`config.mk`:
```
export PLATFORM = sky130hd
export DESIGN_NAME = sfbc_top
export DESIGN_NICKNAME = d
export VERILOG_FILES = /design/src/rtl/sfbc_pkg.sv /design/src/rtl/sfbc_bit_if.sv /design/src/rtl/sfbc_bit_gen.sv /design/src/rtl/sfbc_top.sv
export SDC_FILE = /design/constraint.sdc
export NUM_CORES = 1
export LEC_CHECK = 0
export BUFFER_PORTS_ARGS = -buffer_cell sky130_fd_sc_hd__buf_2
export CAP_MARGIN = 20
export CORE_MARGIN = 3
export CORE_UTILIZATION = 30
export DETAILED_ROUTE_END_ITERATION = 8
export HOLD_SLACK_MARGIN = 0.02
export PLACE_DENSITY = 0.48
export SYNTH_ARGS = -nofsm -noshare
export SYNTH_HDL_FRONTEND = slang
export SYNTH_HIERARCHICAL = 1
export SYNTH_SLANG_ARGS = --single-unit
```
`constraint.sdc`:
```
create_clock -name core_clk -period 7.51 [get_ports core_clk]
set_clock_uncertainty 0.15 [all_clocks]
set_input_delay 0.3755 -clock core_clk [delete_from_list [all_inputs] [get_ports core_clk]]
set_output_delay 0.3755 -clock core_clk [all_outputs]
set_load 0.01 [all_outputs]
```
`src/rtl/sfbc_pkg.sv`:
```
// Shared constants for the synthesizer and bit rate control block.
package sfbc_pkg;
   // Register addresses on the serial register port.
   localparam logic [6:0] ADDR_OPMODE = 7'h01;
   localparam logic [6:0] ADDR_BR_HI  = 7'h02;
   localparam logic [6:0] ADDR_BR_LO  = 7'h03;
   localparam logic [6:0] ADDR_FRF_HI = 7'h06;
   localparam logic [6:0] ADDR_FRF_MD = 7'h07;
   localparam logic [6:0] ADDR_FRF_LO = 7'h08;
   localparam logic [6:0] ADDR_PLL    = 7'h0A;
   localparam logic [6:0] ADDR_OSC    = 7'h0B;
   localparam logic [6:0] ADDR_MAP2   = 7'h0C;
   localparam logic [6:0] ADDR_FRAC   = 7'h0D;
   localparam logic [6:0] ADDR_REFSRC = 7'h0E;
   localparam logic [6:0] ADDR_STATUS = 7'h10;
   // Field positions.
   localparam int OPM_OOK_BIT   = 3;
   localparam int OPM_GAUSS_BIT = 4;
   localparam int OPM_CONT_BIT  = 5;
   localparam int PLL_LN_BIT    = 2;
   localparam int OSC_TRIG_BIT  = 0;
   localparam int OSC_DONE_BIT  = 1;
   localparam int SPI_WR_BIT    = 7;
   // Operating modes, and the clock select code that turns the clock output off.
   localparam logic [2:0] MODE_SLEEP = 3'h0;
   localparam logic [2:0] MODE_TX    = 3'h3;
   localparam logic [2:0] REFERENCE_CLOCK_OUTPUT_OFF = 3'h7;
   // Values after reset.
   localparam logic [7:0] RST_OPMODE = 8'h01;
   localparam logic [7:0] RST_BR_HI  = 8'h1A;
   localparam logic [7:0] RST_BR_LO  = 8'h0B;
   localparam logic [7:0] RST_FRF    = 8'h00;
   localparam logic [2:0] RST_PLL    = 3'h0;
   localparam logic [2:0] RST_CLKSEL = 3'h0;
   localparam logic [3:0] RST_FRAC   = 4'h0;
   // Timing.
   localparam int CLK_FREQ_MHZ   = 100;
   localparam int RC_CAL_TIME_NS = 1000;
   localparam int RC_CAL_CYCLES  =
      (RC_CAL_TIME_NS * CLK_FREQ_MHZ + 999) / 1000;
   localparam logic [15:0] BR_MIN_DIV = 16'h0002;
endpackage

```
`src/rtl/sfbc_bit_if.sv`:
```
// Link between the control logic and the bit clock generator.
`timescale 1ns/1ns
interface sfbc_bit_if;
   logic [15:0] div_int;
   logic [3:0]  div_frac;
   logic        run;
   logic        tick;
   logic        half;
   modport ctl (output div_int, output div_frac, output run,
                input tick, input half);
   modport gen (input div_int, input div_frac, input run,
                output tick, output half);
endinterface

```
`src/rtl/sfbc_bit_gen.sv`:
```
// Fractional bit period generator.
`timescale 1ns/1ns
module sfbc_bit_gen
   import sfbc_pkg::*;
(
   input  wire logic core_clk,
   input  wire logic reset_n,
   sfbc_bit_if.gen   b
);
   logic [16:0] cnt_ff;
   logic [16:0] nxt_cnt_ff;
   logic [3:0]  acc_ff;
   logic [3:0]  nxt_acc_ff;
   logic        ext_ff;
   logic        nxt_ext_ff;
   logic [15:0] div_c;
   logic [16:0] period;
   logic        tick;

   // Periods below two cycles cannot show a high and a low half.
   assign div_c  = (b.div_int < BR_MIN_DIV) ? BR_MIN_DIV : b.div_int;
   assign period = {1'b0, div_c} + {16'h0000, ext_ff};
   assign b.tick = tick;
   // Mid bit falls one cycle early so a two-cycle bit still shows a low.
   assign b.half = b.run &&
                   (cnt_ff == {1'b0, period[16:1]} - 17'h00001);

   always_comb begin
      nxt_cnt_ff = cnt_ff + 17'h00001;
      nxt_acc_ff = acc_ff;
      nxt_ext_ff = ext_ff;
      tick       = 1'b0;
      if (!b.run) begin
         nxt_cnt_ff = 17'h00000;
         nxt_acc_ff = 4'h0;
         nxt_ext_ff = 1'b0;
      end else if (cnt_ff >= period - 17'h00001) begin
         tick       = 1'b1;
         nxt_cnt_ff = 17'h00000;
         // The fraction piles up in sixteenths and a carry stretches
         // the next bit by one cycle, so the mean period is exact.
         {nxt_ext_ff, nxt_acc_ff} =
            {1'b0, acc_ff} + {1'b0, b.div_frac};
      end
   end

   always_ff @(posedge core_clk or negedge reset_n) begin
      if (!reset_n) begin
         cnt_ff <= 17'h00000;
         acc_ff <= 4'h0;
         ext_ff <= 1'b0;
      end else begin
         cnt_ff <= nxt_cnt_ff;
         acc_ff <= nxt_acc_ff;
         ext_ff <= nxt_ext_ff;
      end
   end
endmodule

```
`src/rtl/sfbc_top.sv`:
```
// Synthesizer, reference clock and bit rate control with register port.
// Function
// - Crystal clock drives synthesizer and all logic.
// - PLL starts by itself once crystal stable.
// - Clock pin carries reference divided by two up to 128, never the undivided reference.
// - Clock output on at reset, off in sleep.
// - Low noise PLL only in transmit.
// - Two bit bandwidth picks one of four.
// - Frequency step is crystal over two^19.
// - Carrier is step times 24-bit word.
// - Upper bytes wait until low byte written.
// - RC oscillator calibrates itself at power-up.
// - Trigger runs calibration, then sets done flag.
// - Plain continuous data asynchronous, Gaussian uses clock.
// - Bit rate is crystal over divider plus fraction.
// - On-off keying forces the fraction to zero.
// - Fractional divider keeps rate error within 250ppm.
// - Bit clock pulses for every new transmit bit in continuous Gaussian mode only.
`timescale 1ns/1ns
module sfbc_top
   import sfbc_pkg::*;
(
   input  wire logic        core_clk,
   input  wire logic        reset_n,
   input  wire logic        spi_sck,
   input  wire logic        spi_nss_n,
   input  wire logic        spi_mosi,
   output logic             spi_miso_ff,
   output logic             spi_miso_oe_ff,
   input  wire logic        serial_tx_data_pin,
   input  wire logic        xo_stable,
   output logic             clock_output_pin_ff,
   output logic             serial_bit_clock_pin_ff,
   output logic             tx_mod_data_ff,
   output logic [23:0]      carrier_frequency_word_ff,
   output logic [1:0]       pll_bandwidth_ff,
   output logic             pll_low_noise_ff,
   output logic             pll_start_ff,
   output logic             external_reference_select_ff,
   output logic             rc_cal_active_ff
);
   typedef enum logic [0:0] {RC_IDLE = 1'b0, RC_RUN = 1'b1} sfbc_rc_e;

   localparam int RC_BOUND = RC_CAL_CYCLES + 10;

   // Pin synchronisers: sck, nss, mosi, data, crystal ready.
   logic [4:0]  s1_ff;
   logic [4:0]  s2_ff;
   logic        sck_d_ff;
   logic        sck_s;
   logic        nss_s;
   logic        mosi_s;
   logic        data_s;
   logic        xo_s;
   logic        sck_rise;
   logic        sck_fall;

   always_ff @(posedge core_clk or negedge reset_n) begin
      if (!reset_n) begin
         s1_ff    <= 5'h02;
         s2_ff    <= 5'h02;
         sck_d_ff <= 1'b0;
      end else begin
         s1_ff    <= {xo_stable, serial_tx_data_pin, spi_mosi,
                      spi_nss_n, spi_sck};
         s2_ff    <= s1_ff;
         sck_d_ff <= s2_ff[0];
      end
   end

   assign sck_s    = s2_ff[0];
   assign nss_s    = s2_ff[1];
   assign mosi_s   = s2_ff[2];
   assign data_s   = s2_ff[3];
   assign xo_s     = s2_ff[4];
   assign sck_rise = sck_s && !sck_d_ff;
   assign sck_fall = !sck_s && sck_d_ff;

   // Register state.
   logic [2:0]  mode_ff, nxt_mode_ff;
   logic        ook_ff, nxt_ook_ff;
   logic        gauss_ff, nxt_gauss_ff;
   logic        cont_ff, nxt_cont_ff;
   logic [7:0]  br_hi_ff, nxt_br_hi_ff;
   logic [7:0]  br_lo_ff, nxt_br_lo_ff;
   logic [3:0]  frac_ff, nxt_frac_ff;
   logic [7:0]  frf_hi_ff, nxt_frf_hi_ff;
   logic [7:0]  frf_md_ff, nxt_frf_md_ff;
   logic [23:0] nxt_frf_ff;
   logic [1:0]  bw_ff, nxt_bw_ff;
   logic        ln_req_ff, nxt_ln_req_ff;
   logic [2:0]  clksel_ff, nxt_clksel_ff;
   logic        nxt_ext_ref_ff;
   logic        rc_done_ff;

   // Serial port state.
   logic [3:0]  bcnt_ff, nxt_bcnt_ff;
   logic [7:0]  sh_ff, nxt_sh_ff;
   logic [7:0]  osh_ff, nxt_osh_ff;
   logic [6:0]  addr_ff, nxt_addr_ff;
   logic        wr_ff, nxt_wr_ff;
   logic        ph_ff, nxt_ph_ff;
   logic        nxt_miso_ff;
   logic        wr_stb;
   logic [7:0]  wdata;

   function automatic logic [7:0] rd_mux(input logic [6:0] a);
      unique case (a)
         ADDR_OPMODE: rd_mux = {2'b00, cont_ff, gauss_ff, ook_ff,
                                mode_ff};
         ADDR_BR_HI:  rd_mux = br_hi_ff;
         ADDR_BR_LO:  rd_mux = br_lo_ff;
         ADDR_FRF_HI: rd_mux = carrier_frequency_word_ff[23:16];
         ADDR_FRF_MD: rd_mux = carrier_frequency_word_ff[15:8];
         ADDR_FRF_LO: rd_mux = carrier_frequency_word_ff[7:0];
         ADDR_PLL:    rd_mux = {5'h00, ln_req_ff, bw_ff};
         ADDR_OSC:    rd_mux = {6'h00, rc_done_ff, 1'b0};
         ADDR_MAP2:   rd_mux = {5'h00, clksel_ff};
         ADDR_FRAC:   rd_mux = {4'h0, frac_ff};
         ADDR_REFSRC: rd_mux = {7'h00, external_reference_select_ff};
         ADDR_STATUS: rd_mux = {5'h00, rc_done_ff, pll_start_ff,
                                xo_s};
         default:     rd_mux = 8'h00;
      endcase
   endfunction

   assign wdata = {sh_ff[6:0], mosi_s};

   // Mode 0 serial slave: address byte with write bit, then data.
   always_comb begin
      nxt_bcnt_ff = bcnt_ff;
      nxt_sh_ff   = sh_ff;
      nxt_osh_ff  = osh_ff;
      nxt_addr_ff = addr_ff;
      nxt_wr_ff   = wr_ff;
      nxt_ph_ff   = ph_ff;
      nxt_miso_ff = spi_miso_ff;
      wr_stb      = 1'b0;
      if (nss_s) begin
         nxt_bcnt_ff = 4'h0;
         nxt_ph_ff   = 1'b0;
         nxt_miso_ff = 1'b0;
      end else begin
         if (sck_rise) begin
            nxt_sh_ff   = wdata;
            nxt_bcnt_ff = bcnt_ff + 4'h1;
            if (bcnt_ff == 4'h7) begin
               nxt_bcnt_ff = 4'h0;
               if (!ph_ff) begin
                  nxt_ph_ff   = 1'b1;
                  nxt_wr_ff   = sh_ff[SPI_WR_BIT - 1];
                  nxt_addr_ff = wdata[6:0];
                  nxt_osh_ff  = rd_mux(wdata[6:0]);
               end else begin
                  wr_stb = wr_ff;
               end
            end
         end
         if (sck_fall && ph_ff) begin
            nxt_miso_ff = osh_ff[7];
            nxt_osh_ff  = {osh_ff[6:0], 1'b0};
         end
      end
   end

   always_ff @(posedge core_clk or negedge reset_n) begin
      if (!reset_n) begin
         bcnt_ff        <= 4'h0;
         sh_ff          <= 8'h00;
         osh_ff         <= 8'h00;
         addr_ff        <= 7'h00;
         wr_ff          <= 1'b0;
         ph_ff          <= 1'b0;
         spi_miso_ff    <= 1'b0;
         spi_miso_oe_ff <= 1'b0;
      end else begin
         bcnt_ff        <= nxt_bcnt_ff;
         sh_ff          <= nxt_sh_ff;
         osh_ff         <= nxt_osh_ff;
         addr_ff        <= nxt_addr_ff;
         wr_ff          <= nxt_wr_ff;
         ph_ff          <= nxt_ph_ff;
         spi_miso_ff    <= nxt_miso_ff;
         spi_miso_oe_ff <= !nss_s;
      end
   end

   // Register writes.
   always_comb begin
      nxt_mode_ff    = mode_ff;
      nxt_ook_ff     = ook_ff;
      nxt_gauss_ff   = gauss_ff;
      nxt_cont_ff    = cont_ff;
      nxt_br_hi_ff   = br_hi_ff;
      nxt_br_lo_ff   = br_lo_ff;
      nxt_frac_ff    = frac_ff;
      nxt_frf_hi_ff  = frf_hi_ff;
      nxt_frf_md_ff  = frf_md_ff;
      nxt_frf_ff     = carrier_frequency_word_ff;
      nxt_bw_ff      = bw_ff;
      nxt_ln_req_ff  = ln_req_ff;
      nxt_clksel_ff  = clksel_ff;
      nxt_ext_ref_ff = external_reference_select_ff;
      if (wr_stb) begin
         unique case (addr_ff)
            ADDR_OPMODE: begin
               nxt_mode_ff  = wdata[2:0];
               nxt_ook_ff   = wdata[OPM_OOK_BIT];
               nxt_gauss_ff = wdata[OPM_GAUSS_BIT];
               nxt_cont_ff  = wdata[OPM_CONT_BIT];
            end
            ADDR_BR_HI:  nxt_br_hi_ff = wdata;
            ADDR_BR_LO:  nxt_br_lo_ff = wdata;
            ADDR_FRAC:   nxt_frac_ff = wdata[3:0];
            // Upper bytes only wait; the low byte commits all three,
            // which lets software hop without passing odd frequencies.
            ADDR_FRF_HI: nxt_frf_hi_ff = wdata;
            ADDR_FRF_MD: nxt_frf_md_ff = wdata;
            ADDR_FRF_LO: nxt_frf_ff = {frf_hi_ff, frf_md_ff,
                                       wdata};
            ADDR_PLL: begin
               nxt_bw_ff     = wdata[1:0];
               nxt_ln_req_ff = wdata[PLL_LN_BIT];
            end
            ADDR_MAP2:   nxt_clksel_ff = wdata[2:0];
            ADDR_REFSRC: nxt_ext_ref_ff = wdata[0];
            default: begin
            end
         endcase
      end
   end

   always_ff @(posedge core_clk or negedge reset_n) begin
      if (!reset_n) begin
         mode_ff   <= RST_OPMODE[2:0];
         ook_ff    <= RST_OPMODE[OPM_OOK_BIT];
         gauss_ff  <= RST_OPMODE[OPM_GAUSS_BIT];
         cont_ff   <= RST_OPMODE[OPM_CONT_BIT];
         br_hi_ff  <= RST_BR_HI;
         br_lo_ff  <= RST_BR_LO;
         frac_ff   <= RST_FRAC;
         frf_hi_ff <= RST_FRF;
         frf_md_ff <= RST_FRF;
         // The word drives steps of crystal over two to the 19th.
         carrier_frequency_word_ff <= {3{RST_FRF}};
         bw_ff     <= RST_PLL[1:0];
         ln_req_ff <= RST_PLL[PLL_LN_BIT];
         clksel_ff <= RST_CLKSEL;
         external_reference_select_ff <= 1'b0;
      end else begin
         mode_ff   <= nxt_mode_ff;
         ook_ff    <= nxt_ook_ff;
         gauss_ff  <= nxt_gauss_ff;
         cont_ff   <= nxt_cont_ff;
         br_hi_ff  <= nxt_br_hi_ff;
         br_lo_ff  <= nxt_br_lo_ff;
         frac_ff   <= nxt_frac_ff;
         frf_hi_ff <= nxt_frf_hi_ff;
         frf_md_ff <= nxt_frf_md_ff;
         carrier_frequency_word_ff <= nxt_frf_ff;
         bw_ff     <= nxt_bw_ff;
         ln_req_ff <= nxt_ln_req_ff;
         clksel_ff <= nxt_clksel_ff;
         external_reference_select_ff <= nxt_ext_ref_ff;
      end
   end

   // RC calibration, PLL start, reference output and bit timing.
   sfbc_rc_e    rc_st_ff, nxt_rc_st_ff;
   logic [7:0]  rc_cnt_ff, nxt_rc_cnt_ff;
   logic        nxt_rc_done_ff;
   logic        rc_trig;
   logic [6:0]  div_cnt_ff;
   logic        nxt_clk_out;
   logic        nxt_transmit_bit_clock;
   logic        nxt_txd;
   logic        tx_mode;
   logic        sync_mode;
   sfbc_bit_if  bi ();

   assign rc_trig = wr_stb && (addr_ff == ADDR_OSC) &&
                    wdata[OSC_TRIG_BIT];
   assign tx_mode   = (mode_ff == MODE_TX);
   assign sync_mode = cont_ff && gauss_ff;
   assign bi.div_int  = {br_hi_ff, br_lo_ff};
   assign bi.div_frac = ook_ff ? 4'h0 : frac_ff;
   assign bi.run      = tx_mode && (!cont_ff || gauss_ff);

   sfbc_bit_gen u_bit_gen (
      .core_clk (core_clk),
      .reset_n  (reset_n),
      .b        (bi)
   );

   always_comb begin
      nxt_rc_st_ff   = rc_st_ff;
      nxt_rc_cnt_ff  = rc_cnt_ff + 8'h01;
      nxt_rc_done_ff = rc_done_ff;
      if (rc_trig) begin
         nxt_rc_st_ff   = RC_RUN;
         nxt_rc_cnt_ff  = 8'h00;
         nxt_rc_done_ff = 1'b0;
      end else if (rc_st_ff == RC_RUN) begin
         if (rc_cnt_ff == 8'(RC_CAL_CYCLES - 1)) begin
            nxt_rc_st_ff   = RC_IDLE;
            nxt_rc_done_ff = 1'b1;
         end
      end else begin
         nxt_rc_cnt_ff = 8'h00;
      end
      nxt_clk_out = 1'b0;
      // Sleep stops the divided reference; unused, it only costs power.
      if (clksel_ff != REFERENCE_CLOCK_OUTPUT_OFF && mode_ff != MODE_SLEEP) begin
         nxt_clk_out = div_cnt_ff[clksel_ff];
      end
      nxt_transmit_bit_clock = 1'b0;
      if (bi.run && sync_mode) begin
         nxt_transmit_bit_clock = bi.tick ? 1'b1 :
                    (bi.half ? 1'b0 : serial_bit_clock_pin_ff);
      end
      nxt_txd = tx_mod_data_ff;
      if (cont_ff && !gauss_ff) begin
         nxt_txd = data_s;
      end else if (bi.half) begin
         // Sampled mid bit, well after the host reacts to the rise.
         nxt_txd = data_s;
      end
   end

   always_ff @(posedge core_clk or negedge reset_n) begin
      if (!reset_n) begin
         rc_st_ff   <= RC_RUN;
         rc_cnt_ff  <= 8'h00;
         rc_done_ff <= 1'b0;
         rc_cal_active_ff        <= 1'b1;
         div_cnt_ff              <= 7'h00;
         clock_output_pin_ff     <= 1'b0;
         serial_bit_clock_pin_ff <= 1'b0;
         tx_mod_data_ff          <= 1'b0;
         pll_start_ff            <= 1'b0;
         pll_low_noise_ff        <= 1'b0;
         pll_bandwidth_ff        <= RST_PLL[1:0];
      end else begin
         rc_st_ff   <= nxt_rc_st_ff;
         rc_cnt_ff  <= nxt_rc_cnt_ff;
         rc_done_ff <= nxt_rc_done_ff;
         rc_cal_active_ff        <= (nxt_rc_st_ff == RC_RUN);
         div_cnt_ff              <= div_cnt_ff + 7'h01;
         clock_output_pin_ff     <= nxt_clk_out;
         serial_bit_clock_pin_ff <= nxt_transmit_bit_clock;
         tx_mod_data_ff          <= nxt_txd;
         pll_start_ff            <= pll_start_ff || xo_s;
         pll_low_noise_ff        <= ln_req_ff && tx_mode;
         pll_bandwidth_ff        <= bw_ff;
      end
   end
endmodule

```
After elaboration in Yosys (flattened, before gate mapping)
Cells that the tools add are included.
{"block": "classes", "eq_ne": 31, "n_reduce_logical": 43, "n_addsub": 8, "n_lt_le_gt_ge": 3, "n_bitwise": 2, "mux": 43}
{"operator": "one-hot mux 8 bit (12 select lines)", "count": 1}
{"operator": "== test 7 x 4 -> 1 bit (second input constant)", "count": 12}
{"operator": "two-way mux 8 bit", "count": 6}
{"operator": "two-way mux 17 bit", "count": 2}
{"operator": "== test 7 x 2 -> 1 bit (second input constant)", "count": 4}
{"operator": "== test 7 x 3 -> 1 bit (second input constant)", "count": 4}
{"operator": "two-way mux 1 bit", "count": 26}
{"operator": "AND reduction 2 bit", "count": 13}
{"operator": "two-way mux 4 bit", "count": 6}
{"operator": "adder 16 x 1 -> 17 bit", "count": 1}
{"operator": "adder 17 x 1 -> 17 bit (second input constant)", "count": 1}
{"operator": "== test 17 bit", "count": 1}
{"operator": "greater-or-equal comparator 17 bit", "count": 1}
{"operator": "subtractor 16 x 1 -> 17 bit (second input constant)", "count": 1}
{"operator": "subtractor 17 x 1 -> 17 bit (second input constant)", "count": 1}
{"operator": "< comparator 16 x 2 -> 1 bit (second input constant)", "count": 1}
{"operator": "two-way mux 16 bit", "count": 1}
{"operator": "nonzero test 2 bit", "count": 8}
{"operator": "== test 7 x 1 -> 1 bit (second input constant)", "count": 2}
{"operator": "logical AND 1 bit", "count": 12}
{"operator": "adder 8 x 1 -> 8 bit (second input constant)", "count": 1}
{"operator": "== test 8 x 7 -> 1 bit (second input constant)", "count": 1}
{"operator": "AND reduction 4 bit", "count": 2}
{"operator": "adder 7 x 1 -> 7 bit (second input constant)", "count": 1}
{"operator": "13 further kinds", "count": 21}
{"block": "totals", "regBits": 160, "wordCells": 168, "output_inout_bits": 35}

Logic depth before layout (Yosys ltp)
Gate-level depths: netlist of the first run.
{"block": "logic_depth", "depth_word": 9, "depth_mapped": 24, "depth_no_buf": 23}

Hierarchy
Netlist of the first run, hierarchy kept.
{"module": "sfbc_top", "area_each_um2": 6214.7, "seq_area_each_um2": 3465.8, "cells_per_inst": 519, "n_inst": 1}
{"module": "sfbc_bit_gen", "area_each_um2": 2800.2, "seq_area_each_um2": 550.5, "cells_per_inst": 341, "n_inst": 1}

Least setup slack after synthesis of the first run
Ideal clock, no wire load.
{"block": "synth_timing", "path_type": "register to register", "from": "register br_lo_ff[5]", "to": "register u_bit_gen.cnt_ff[10]", "path_stages_with_launch": 23, "path_buffers": 2, "period_less_slack_ns": 5.471, "arrival_time_ns": 5.248, "setup_slack_ns": 2.039, "required_ns": 7.288, "setup_time_ns": 0.072, "cell_sequence": "dfrtp_1 buf_4 or4_1 nor4_1 and4_1 nor2b_1 ha_1 ha_1 xnor2_1 ha_1 inv_1 a211oi_4 nand3_4 nor3_1 nand2_1 xnor2_1 ha_1 a2111oi_0 nand3_1 a311oi_1 o21ai_1 clkbuf_1 nor2_1"}
{"block": "synth_between", "elab_chain_cells": 7}
{"element": "from (decl)", "line": "sfbc_top.sv:85", "source": "logic [7:0] br_lo_ff, nxt_br_lo_ff;"}
{"element": "from (signal assigned)", "line": "sfbc_top.sv:256", "source": "br_lo_ff <= nxt_br_lo_ff;"}
{"element": "< comparator 16 x 2 -> 1 bit", "line": "sfbc_bit_gen.sv:21", "source": "assign div_c = (b.div_int < BR_MIN_DIV) ? BR_MIN_DIV : b.div_int;"}
{"element": "two-way mux 16 bit *", "line": "sfbc_bit_gen.sv:21"}
{"element": "adder 16 x 1 -> 17 bit *", "line": "sfbc_bit_gen.sv:22", "source": "assign period = {1'b0, div_c} + {16'h0000, ext_ff};"}
{"element": "subtractor 17 x 1 -> 17 bit *", "line": "sfbc_bit_gen.sv:37", "source": "end else if (cnt_ff >= period - 17'h00001) begin"}
{"element": "greater-or-equal comparator 17 bit *", "line": "sfbc_bit_gen.sv:37"}
{"element": "two-way mux 17 bit *", "line": "sfbc_bit_gen.sv:37"}
{"element": "two-way mux 17 bit *", "line": "sfbc_bit_gen.sv:33", "source": "if (!b.run) begin"}
{"element": "net u_bit_gen.nxt_cnt_ff[10]", "line": "sfbc_bit_gen.sv:11", "source": "logic [16:0] nxt_cnt_ff;"}
{"element": "to (signal assigned)", "line": "sfbc_bit_gen.sv:53", "source": "cnt_ff <= nxt_cnt_ff;"}
{"element": "to (decl)", "line": "sfbc_bit_gen.sv:10", "source": "logic [16:0] cnt_ff;"}
Mark *: on every way through the listed nets, which the timed path passes. The rest lies on a longest branch.
A chain may end at the register's enable or synchronous reset.

Worst setup path after layout of the first run
{"block": "layout_timing", "from": "register br_lo_ff[5]", "to": "register u_bit_gen.cnt_ff[6]"}
Same word-level chain as after synthesis.

==> results of run 1 <==
-- repair_timing --
action / in CTS / in global routing
setup buffers: 0 / 0
hold buffers: 6 / 0
hold endpoints to repair: 28 / 0
-- state kept, by name, summed over array words and instances, names as in the netlist, 3 cells and up --
name,cells
addr_ff,7
bcnt_ff,4
br_hi_ff,8
br_lo_ff,8
carrier_frequency_word_ff,24
clksel_ff,3
div_cnt_ff,7
frac_ff,4
frf_hi_ff,8
frf_md_ff,8
mode_ff,3
osh_ff,8
rc_cnt_ff,8
s1_ff,5
s2_ff,5
sh_ff,7
u_bit_gen/acc_ff,4
u_bit_gen/cnt_ff,17
-- final timing paths --
kind	from	end	slack, ns	cells after the start
worst max-delay path	br_lo_ff[5]	u_bit_gen/cnt_ff[6]	1.15	21
worst min-delay path	s1_ff[2]	s2_ff[2]	0.20	0
worst max register to register	br_lo_ff[5]	u_bit_gen/cnt_ff[6]	1.15	21
worst min register to register	s1_ff[2]	s2_ff[2]	0.20	0
max in group asynchronous	reset_n	addr_ff[3]	5.81	3
min in group asynchronous	reset_n	u_bit_gen/cnt_ff[7]	0.21	2
-- metrics by stage --
stage	total power [mW]	cell area (µm²)	setup WS, ns
after floorplan	1.00	9010	2.04
after global placement	1.07	9580	1.43
after detailed placement	1.07	9590	1.15
after CTS	1.98	10200	1.12
after global routing	2.03	10200	0.435
final	1.95	10200	1.15
-- power by group through the flow --
stage / clock network (mW) / logic (mW) / registers, mW
5_1_grt: 0.957 / 0.161 / 0.915
6_report: 0.898 / 0.143 / 0.911
3_3_place_gp: 0 / 0.141 / 0.929
2_1_floorplan: 0 / 0.104 / 0.898
4_1_cts: 0.926 / 0.144 / 0.912
3_5_place_dp: 0 / 0.141 / 0.929
-- placed cells by master (no fill, tap or decap), drive strengths merged, types with 7 or more instances in the layout --
master and instances:
and4 7, nand2 77, nor4 10, a21oi 19
nand4 25, o21ai 21, nor2 67, a21o 12
nand3 42, and3 12, buf 50, xnor2 40
nor2b 14, dfstp 10, dfrtp 150, mux2i 12
ha 29, inv 21, clkbuf 23, mux2 84
a211oi 7, or3 8, xor2 37, nor3 17
a31oi 8
-- cell type report --
class	count	area, µm²	share of cell area
clock buffer	23	448	0.0437
clock inverter	9	138	0.0134
inverter	19	71.3	0.00696
multi-input combinational	642	4740	0.463
sequential	160	4020	0.392
tap	384	480	0.0469
timing repair buffer	56	343	0.0335
-- per-layer routing --
layer | routed length, µm | share of wire | vias to the layer above | track usage
met2 | 10600 | 0.45 | 75 | 0.239
met1 | 11900 | 0.51 | 3180 | 0.225
met4 | 240 | 0.010 | 0 | 0.0406
met3 | 668 | 0.029 | 10 | 0.0242
li1 | - | - | 3183 | -
met5 | 0 | 0 | - | 0
-- worst max-delay path: cells and delay by family (launching register included) --
family          cells  cell delay (ns)
fa+ha+maj           4             1.05
buf+inv             2             0.34
xor+xnor            2             0.52
simple gates        9             1.81
flops               1             0.55
compound gates      4             1.84
-- logic make-up after synthesis --
kind of cell / Yosys count / share of synthesized area
AOI/OAI and AO/OA: 116 / 0.0902
DFF: 160 / 0.446
adders and majority gates: 30 / 0.0425
xor gates and xnor gates: 77 / 0.0756
buffers and inverters: 58 / 0.0283
and+or+nand+nor: 321 / 0.195
muxes: 98 / 0.123
==> reports/metrics.cfg, run 1 <==
[global_routing]
antenna_found_initial=0
grt_max_degree=72
grt_pass1_vias=6546
grt_pass1_wl_um=38300
grt_usage=0.154
grt_overflow=0

[critical_path]
slowest_delay_ns=0.62
worstSetupEndpointType=register
crit_fanout=15
cp_slowest_cell=a311oi_1
worstSetupStartpointType=register
crit_chain=or4_1 -> nor4_1 -> and4_1 -> nor2b_1 -> ha_1 -> ha_1 -> xnor2_1 -> ha_1 -> inv_1 -> a211oi_4 -> nand3_4 -> nor3_1 -> nand2_1 -> xnor2_1 -> ha_1 -> a2111oi_0 -> nand3_1 -> a311oi_1 -> o21ai_1 -> buf_6 -> nor2_1
arrival_ns=6.57
cp_data_required_time_ns=7.72
path_common_cell=ha_1
crit_type=reg2reg

[layout]
areaGrowthSynthToFinish_pct=13.6
n_fill_cell=3013
drive_gt1_frac=0.216
final_cells=1293
final_net_count=933
antenna_cells=0
post-route-util=0.351

[timing]
finalSetupViolations=0
max_freq_mhz=157
finalHoldViolCount=0
period_share=0.847
min_period_ns=6.36
rsz0062_at_grt=false
slew_headroom=0.378
drv_slew=0
worst_slew_pin_slew_ns=0.933
hold_ws_ns=0.199
final.setup.tns_ns=0

[synthesis]
syn_area_per_cell_um2=10.5
synth-seq-area-share=0.446
ys_types=83
ys_top_cells_by_area=dfrtp_1 (42%), mux2_2 (10%), ha_1 (4.0%)
yosysTopAreaCell=dfrtp_1
netlist_instances=860
synth_seq_cells=160
yosys-top-cells-count=dfrtp_1 (150), mux2_2 (83), nand2_1 (75), nor2_1 (66), xnor2_1 (40)
synthFlopType=dfrtp_1
syn_nets=897
synth_edf_count=0
ys_warn_count=6
synth_top_area_share=0.416
syn_area_mm2=0.00901
ys_async_sr_fraction=1.00
yosysMostFrequentCell=dfrtp_1

[clock_tree]
cts_made_buffers=17
cts.sinks=160
cts_max_level=4
clk_latency_ns=0.43
clk_pin_slew_worst_paths_ns=0.07
cts_buffer_depth=2
cts_resized=0
cts_tree=done
cts_root_buffer=clkbuf_16

[drt]
ant_nets=0
drt-pass1-iter-count=7
drt-initial-drc-count=332
drc=0
vias_per_cell=4.99
wl_per_cell_um=18.1
wl_um=23400
vias=6448

[floorplanning]
core-area_mm2=0.0292
die_w_um=179
rows=62
num_io_pins=42
start_util=0.309
die_h_um=179
die-area_mm2=0.0322

[power_and_ir_drop]
p_leak_nw=4.59
internal_power_mw=1.45
vdd_ir_drop_max_uv=129
p_clk_frac=0.460
switchingPower_mw=0.506
swShare=0.259
pwr-share-seq=0.467
power_per_cell_area_mw_per_mm2=191
combPwrFrac=0.073

[run_status]
outcome=finished clean

[placed_design]
portBuffers=41
place.gp.congestion=0.829
hpwl_um=16800
placedCellCount=1255

[run]
max_cap_violations=0

[worst_hold_path]
hold_path_class=reg2reg

Note: power is estimated with default switching activity, not from simulation.
==> run 2, diff against run 1 <==
- ABC_AREA: unset -> 1
- PLACE_DENSITY: 0.48 -> 0.49
- clock period: 7.51 -> 5.6 ns (I/O delays scaled with it)
==> run 2 against run 1 <==
Compared with the run above: flip-flop and latch count unchanged; sequential share of layout area down 0.71 points; final cell count up 27%; largest cell class unchanged; highest routed layer unchanged.
==> reports/metrics.cfg, run 2 <==
[critical_path]
worstSetupStartpointType=register
rr_worst_depth=27  ; +29%
crit_fanout=13  ; -2
rrSetupSlack_ns=0.64  ; -0.50 ns
crit_type=reg2reg
rr_startpoint=br_hi_ff[5]
worstSetupEndpointType=register
reg2reg_to=u_bit_gen/cnt_ff[2]
arrival_ns=5.12  ; -1.45 ns
cp_data_required_time_ns=5.76  ; -1.96 ns

[global_routing]
grt_max_degree=83  ; +15%
antenna_found_initial=0  ; unchanged
grt_overflow=0  ; unchanged
grt_pass1_vias=7543  ; +15%
grt_usage=0.156  ; +0.00183
grt_pass1_wl_um=40600  ; +5.9%

[layout]
final_cells=1640  ; +27%
largest_reg_flops=24  ; unchanged
layout_commonest_cell=nand2_1
drive_gt1_frac=0.114  ; -0.101
top_register=carrier_frequency_word_ff
seqCellArea_mm2=0.00402  ; unchanged
final_cell_mix=nand2_1 (327), dfrtp_1 (150), nor2_1 (122), nand3_1 (115), inv_1 (113)
multi_input_area_mm2=0.00449  ; -5.4%
reg_top3=carrier_frequency_word_ff x24, u_bit_gen/cnt_ff x17
n_fill_cell=3167  ; +5.1%
final_net_count=1274  ; +37%
areaGrowthSynthToFinish_pct=14.2
antenna_cells=0  ; unchanged

[timing]
slew_headroom=0.537  ; +0.160
max_freq_mhz=202  ; +28%
rsz0062_at_grt=false
finalHoldViolCount=0  ; unchanged
drv_slew=0  ; unchanged
min_period_ns=4.96  ; -1.41 ns
worst_slew_pin_slew_ns=0.689  ; -0.245 ns
finalSetupViolations=0  ; unchanged
final.setup.tns_ns=0  ; unchanged
setup_ws_ns=0.643  ; -0.502 ns
period_share=0.885  ; +0.0376

[floorplanning]
num_io_pins=42  ; unchanged
die-area_mm2=0.0326  ; +1.3%
die_h_um=180  ; +0.63%
die_w_um=180  ; +0.63%
start_util=0.307  ; -0.00253
core-area_mm2=0.0298  ; +2.2%
rows=63  ; +1.6%

[placed_design]
placedCellCount=1601  ; +28%
pre_cts_ws_ns=0.513  ; -0.634 ns
portBuffers=41  ; unchanged
place.gp.congestion=0.900  ; +8.6%
hpwl_um=18100  ; +7.9%

[synthesis]
synthFlopType=dfrtp_1
syn_area_per_cell_um2=7.69  ; -27%
ys_types=49  ; -41%
ys_async_sr_fraction=1.00  ; unchanged
yosysTopAreaCell=dfrtp_1
yosysMostFrequentCell=nand2_1
synth_seq_cells=160  ; unchanged
synth_top_area_share=0.411  ; -0.00542
ys_top_cells_by_area=dfrtp_1 (41%), nand2_1 (13%), nand3_1 (6.3%)
syn_nets=1225  ; +37%
synth-seq-area-share=0.440  ; -0.00580
yosys-top-cells-count=nand2_1 (327), dfrtp_1 (150), nor2_1 (122), nand3_1 (115), inv_1 (114)
synth_edf_count=0  ; unchanged
ys_warn_count=6  ; unchanged
syn_area_mm2=0.00913  ; +1.3%
netlist_instances=1188  ; +38%

[run]
max_cap_violations=0  ; unchanged

[power_and_ir_drop]
power_per_cell_area_mw_per_mm2=253  ; +33%
vdd_ir_drop_max_uv=211  ; +64%
fin_total_pwr_mw=2.63  ; +35%
p_leak_nw=4.83  ; +5.3%

[worst_hold_path]
hold_path_class=in2async

[drt]
top_layer_used=met4
drt-pass1-iter-count=5  ; -2
dr_wl_met2_um=11300  ; +6.3%
wl_um=25000  ; +6.7%
met1_length_um=12400  ; +4.2%
ant_nets=0  ; unchanged
drc=0  ; unchanged
drt-initial-drc-count=512  ; +54%
vias=7659  ; +19%
met3_length_um=928  ; +39%
wl_per_cell_um=15.2  ; -16%
vias_per_cell=4.67  ; -6.4%

[clock_tree]
cts.sinks=160  ; unchanged
postCtsSetupBuffers=0  ; unchanged
clk_latency_ns=0.44  ; about the same
clk_pin_slew_worst_paths_ns=0.08  ; about the same
cts_buffer_depth=2  ; unchanged
cts_root_buffer=clkbuf_16
cts_made_buffers=17  ; unchanged
cts_tree=done
cts_max_level=4  ; unchanged

[run_status]
outcome=finished clean

run 2: report_power, final:
group | internal, mW | switching, mW
Sequential | 1.17 | 0.0162
Combinational | 0.0339 | 0.158
Clock | 0.683 | 0.572
Total | 1.89 | 0.746
run 2: stage by stage:
stage / hold slack [ns] / area (µm²) / utilization
after floorplan: -0.166 / 9130 / -
after global placement: 0.0477 / 9710 / 0.326
after detailed placement: 0.0423 / 9710 / 0.326
after CTS: 0.130 / 10400 / 0.349
after global routing: 0.143 / 10400 / 0.350
final: 0.136 / 10400 / 0.350
run 2: area by class of cell:
class / instances / share of cell area
clock buffers: 17 / 0.0408
clock inverters: 15 / 0.0188
inverters: 126 / 0.0458
multi-input cells: 879 / 0.430
flip-flops and latches: 160 / 0.385
well taps: 390 / 0.0468
repair buffers: 53 / 0.0323
run 2: timing repair:
item | in CTS | in global routing
endpoints found under the hold margin | 33 | 0
gates resized for setup | 0 | 1
endpoints found under the setup margin | 0 | 9
hold buffers | 6 | 0
run 2: worst max-delay path by stage:
stage / start / to / slack [ns] / cells after the start
finish: br_hi_ff[5] / u_bit_gen/cnt_ff[2] / 0.64 / 27
CTS: br_hi_ff[5] / u_bit_gen/cnt_ff[16] / 0.49 / 27
floorplan: br_lo_ff[6] / u_bit_gen/cnt_ff[0] / 1.11 / 27
detailed placement: br_hi_ff[5] / u_bit_gen/cnt_ff[0] / 0.51 / 27
global route: br_hi_ff[2] / u_bit_gen/cnt_ff[16] / 0.14 / 27
global placement: br_hi_ff[5] / u_bit_gen/cnt_ff[16] / 0.63 / 26
run 2: worst max-delay path, cell delays in order, from the launching register on:
cell and delay (ns):
dfrtp_1 0.46, nor4_1 0.33, nand2_1 0.13, o21a_1 0.21
ha_1 0.19, ha_1 0.24, inv_1 0.08, nand2_1 0.05
nand2_1 0.15, ha_1 0.27, nand3_4 0.15, nor2_8 0.18
nand2_2 0.09, nor2_2 0.14, nand2_1 0.10, nor2_1 0.13
xor2_1 0.15, inv_1 0.05, ha_1 0.30, nand2_1 0.06
nor2_1 0.13, nand4_1 0.13, or3_1 0.33, nand4_1 0.12
nor2_1 0.05, buf_4 0.17, clkinvlp_4 0.19, nor2_1 0.07
run 2: layer usage:
metal,global-route usage,up-vias
li1,-,3952
met1,0.220,3542
met2,0.245,144
met3,0.0275,21
met4,0.0488,0
met5,0,-
run 2: logic make-up after synthesis:
kind of cell	count (synthesis)	share of synthesized area
xor gates and xnor gates	44	0.0422
adders and majority gates	30	0.0419
buffers and inverters	149	0.0696
and+or+nand+nor	650	0.316
DFF	160	0.440
muxes	1	0.00123
AOI/OAI and AO/OA	154	0.0895
==> run 3, diff against run 2 <==
- CTS_BUF_LIST: unset -> sky130_fd_sc_hd__clkbuf_8
- REMOVE_ABC_BUFFERS: unset -> 1
==> run 3 against run 2 <==
Compared with the run above: wire length shrank 1.5%; non-clock buffer count fell by 1; worst setup slack worse by 0.079 ns; clock power decreased by 28%; cell area is 2.5% lower; largest cell class unchanged.
==> reports/metrics.cfg, run 3 (synthesis results as in run 2) <==
[global_routing]
grt_max_degree=92  ; +11%
grt_pass1_wl_um=40300  ; -0.75%
antenna_found_initial=0  ; unchanged
met1_usage=0.213  ; -0.00708
gr-usage-met2=0.247  ; +0.00181
met3_usage=0.0301  ; +0.00262
grt_overflow=0  ; unchanged
grt_busiest_layer=met2
grt_usage=0.153  ; -0.00305
grt_pass1_vias=7579  ; +0.48%

[drt]
wl_um=24600  ; -1.5%
drt-initial-drc-count=417  ; -19%
vias_per_cell=4.70  ; +0.61%
drt-pass1-iter-count=5  ; unchanged
vias=7701  ; +0.55%
ant_nets=0  ; unchanged
drc=0  ; unchanged
wl_per_cell_um=15.0  ; -1.4%

[clock_tree]
cts_max_level=4  ; unchanged
clk_pin_slew_worst_paths_ns=0.09  ; about the same
cts_root_buffer=clkbuf_8
cts_hold_buffers=6  ; unchanged
cts_tree=done
cts_made_buffers=17  ; unchanged
clk_latency_ns=0.47  ; +0.03 ns
postCtsSetupBuffers=0  ; unchanged
cts.sinks=160  ; unchanged
cts_resized=0  ; unchanged
cts_buffer_depth=2  ; unchanged

[power_and_ir_drop]
vdd_ir_drop_max_uv=171  ; -19%
power_per_cell_area_mw_per_mm2=224  ; -11%
p_leak_nw=4.72  ; -2.3%

[floorplanning]
die-area_mm2=0.0326  ; unchanged
die_w_um=180  ; unchanged
die_h_um=180  ; unchanged
num_io_pins=42  ; unchanged
start_util=0.307  ; unchanged
core-area_mm2=0.0298  ; unchanged
rows=63  ; unchanged

[layout]
areaGrowthSynthToFinish_pct=11.3
n_fill_cell=3206  ; +1.2%
multi_input_area_mm2=0.00449  ; unchanged
largest_reg_flops=24  ; unchanged
final_cells=1639  ; -0.061%
reg_top3=carrier_frequency_word_ff x24, u_bit_gen/cnt_ff x17
seqCellArea_mm2=0.00402  ; unchanged
layout_commonest_cell=nand2_1
antenna_cells=0  ; unchanged
final_cell_mix=nand2_1 (327), dfrtp_1 (150), nor2_1 (122), inv_1 (116), nand3_1 (115)
post-route-util=0.341  ; -0.00882
fin_area_mm2=0.0102  ; -2.5%
top_register=carrier_frequency_word_ff
drive_gt1_frac=0.111  ; -0.00311
final_net_count=1273  ; -0.078%

[critical_path]
crit_fanout=13  ; unchanged
worstSetupEndpointType=register
arrival_ns=5.22  ; +0.10 ns
worstSetupStartpointType=register
crit_type=reg2reg
cp_data_required_time_ns=5.78  ; +0.02 ns
rr_worst_depth=27  ; unchanged

[timing]
min_period_ns=5.04  ; +0.0794 ns
finalHoldViolCount=0  ; unchanged
slew_headroom=0.386  ; -0.151
finalSetupViolations=0  ; unchanged
period_share=0.899  ; +0.0142
max_freq_mhz=199  ; -1.6%
rsz0062_at_grt=false
drv_slew=0  ; unchanged
final.setup.tns_ns=0  ; unchanged
worst_slew_pin_slew_ns=0.914  ; +0.225 ns

[placed_design]
portBuffers=41  ; unchanged
place_area_mm2=0.00971  ; unchanged
hpwl_um=18100  ; -0.36%
place.gp.congestion=0.909  ; +0.94%
placedCellCount=1601  ; unchanged

[run]
max_cap_violations=0  ; unchanged

[worst_hold_path]
min_path_cells=0
hold_path_class=reg2reg

[run_status]
outcome=finished clean

[run 3: changes by cell type in the layout (fill, tap and decap cells not counted)]
cell | previous run | this run
inv_1 | 113 | 116
buf_16 | 1 | 0
inv_6 | 2 | 6
inv_8 | 5 | 1
clkinv_8 | 2 | 0
clkinv_2 | 2 | 3
clkbuf_16 | 17 | 0
clkbuf_8 | 0 | 17
clkinv_4 | 2 | 0
[run 3: final cells by class]
type,instances,area share
Clock buffer,17,0.0230
Clock inverter,15,0.0154
Inverter,126,0.0467
Multi-Input combinational cell,879,0.441
Sequential cell,160,0.395
Tap cell,390,0.0480
Timing Repair Buffer,52,0.0304
[run 3: metal layers]
| metal | part of all wire | vias up |
|---|---|---|
| li1 | - | 3939 |
| met5 | 0 | - |
| met2 | 0.45 | 148 |
| met3 | 0.038 | 22 |
| met4 | 0.013 | 0 |
| met1 | 0.50 | 3592 |
[run 3: path summary, 6_finish.rpt]
kind	from	to	slack (ns)
setup / recovery	br_hi_ff[5]	u_bit_gen/cnt_ff[16]	0.56
hold / removal	s1_ff[4]	s2_ff[4]	0.20
setup reg to reg	br_hi_ff[5]	u_bit_gen/cnt_ff[16]	0.56
hold reg to reg	s1_ff[4]	s2_ff[4]	0.20
max in group asynchronous	reset_n	rc_st_ff	3.90
min in group asynchronous	reset_n	u_bit_gen/acc_ff[0]	0.33
[run 3: worst max-delay path, cell delays in order (launching register included)]
cell	delay, ns
dfrtp_1	0.47
nor4_1	0.36
nand2_1	0.13
o21a_1	0.20
ha_1	0.19
ha_1	0.25
inv_1	0.07
nand2_1	0.05
nand2_1	0.15
ha_1	0.28
nand3_4	0.15
nor2_8	0.19
nand2_2	0.08
nor2_2	0.13
nand2_1	0.10
nor2_1	0.12
xor2_1	0.15
inv_1	0.06
ha_1	0.28
nand2_1	0.05
nor2_1	0.14
nand4_1	0.12
or3_1	0.31
nand4_1	0.11
nor2_1	0.05
buf_4	0.16
inv_1	0.30
nor2_1	0.10
[run 3: per-stage QoR]
step | power, mW | worst slack, ns | hold slack (ns)
detailed placement | 1.40 | 0.535 | 0.186
floorplan | 1.30 | 1.24 | -0.166
finish | 2.28 | 0.564 | 0.205
global placement | 1.40 | 0.629 | 0.183
CTS | 2.32 | 0.507 | 0.209
global route | 2.39 | 0.0491 | 0.213
[run 3: where the power goes]
part           leakage [nW]  switching, mW  internal (mW)
sequential             2.15         0.0159           1.17
combinational          2.36          0.158         0.0318
clock                 0.202          0.497          0.403
total                  4.72          0.671           1.61
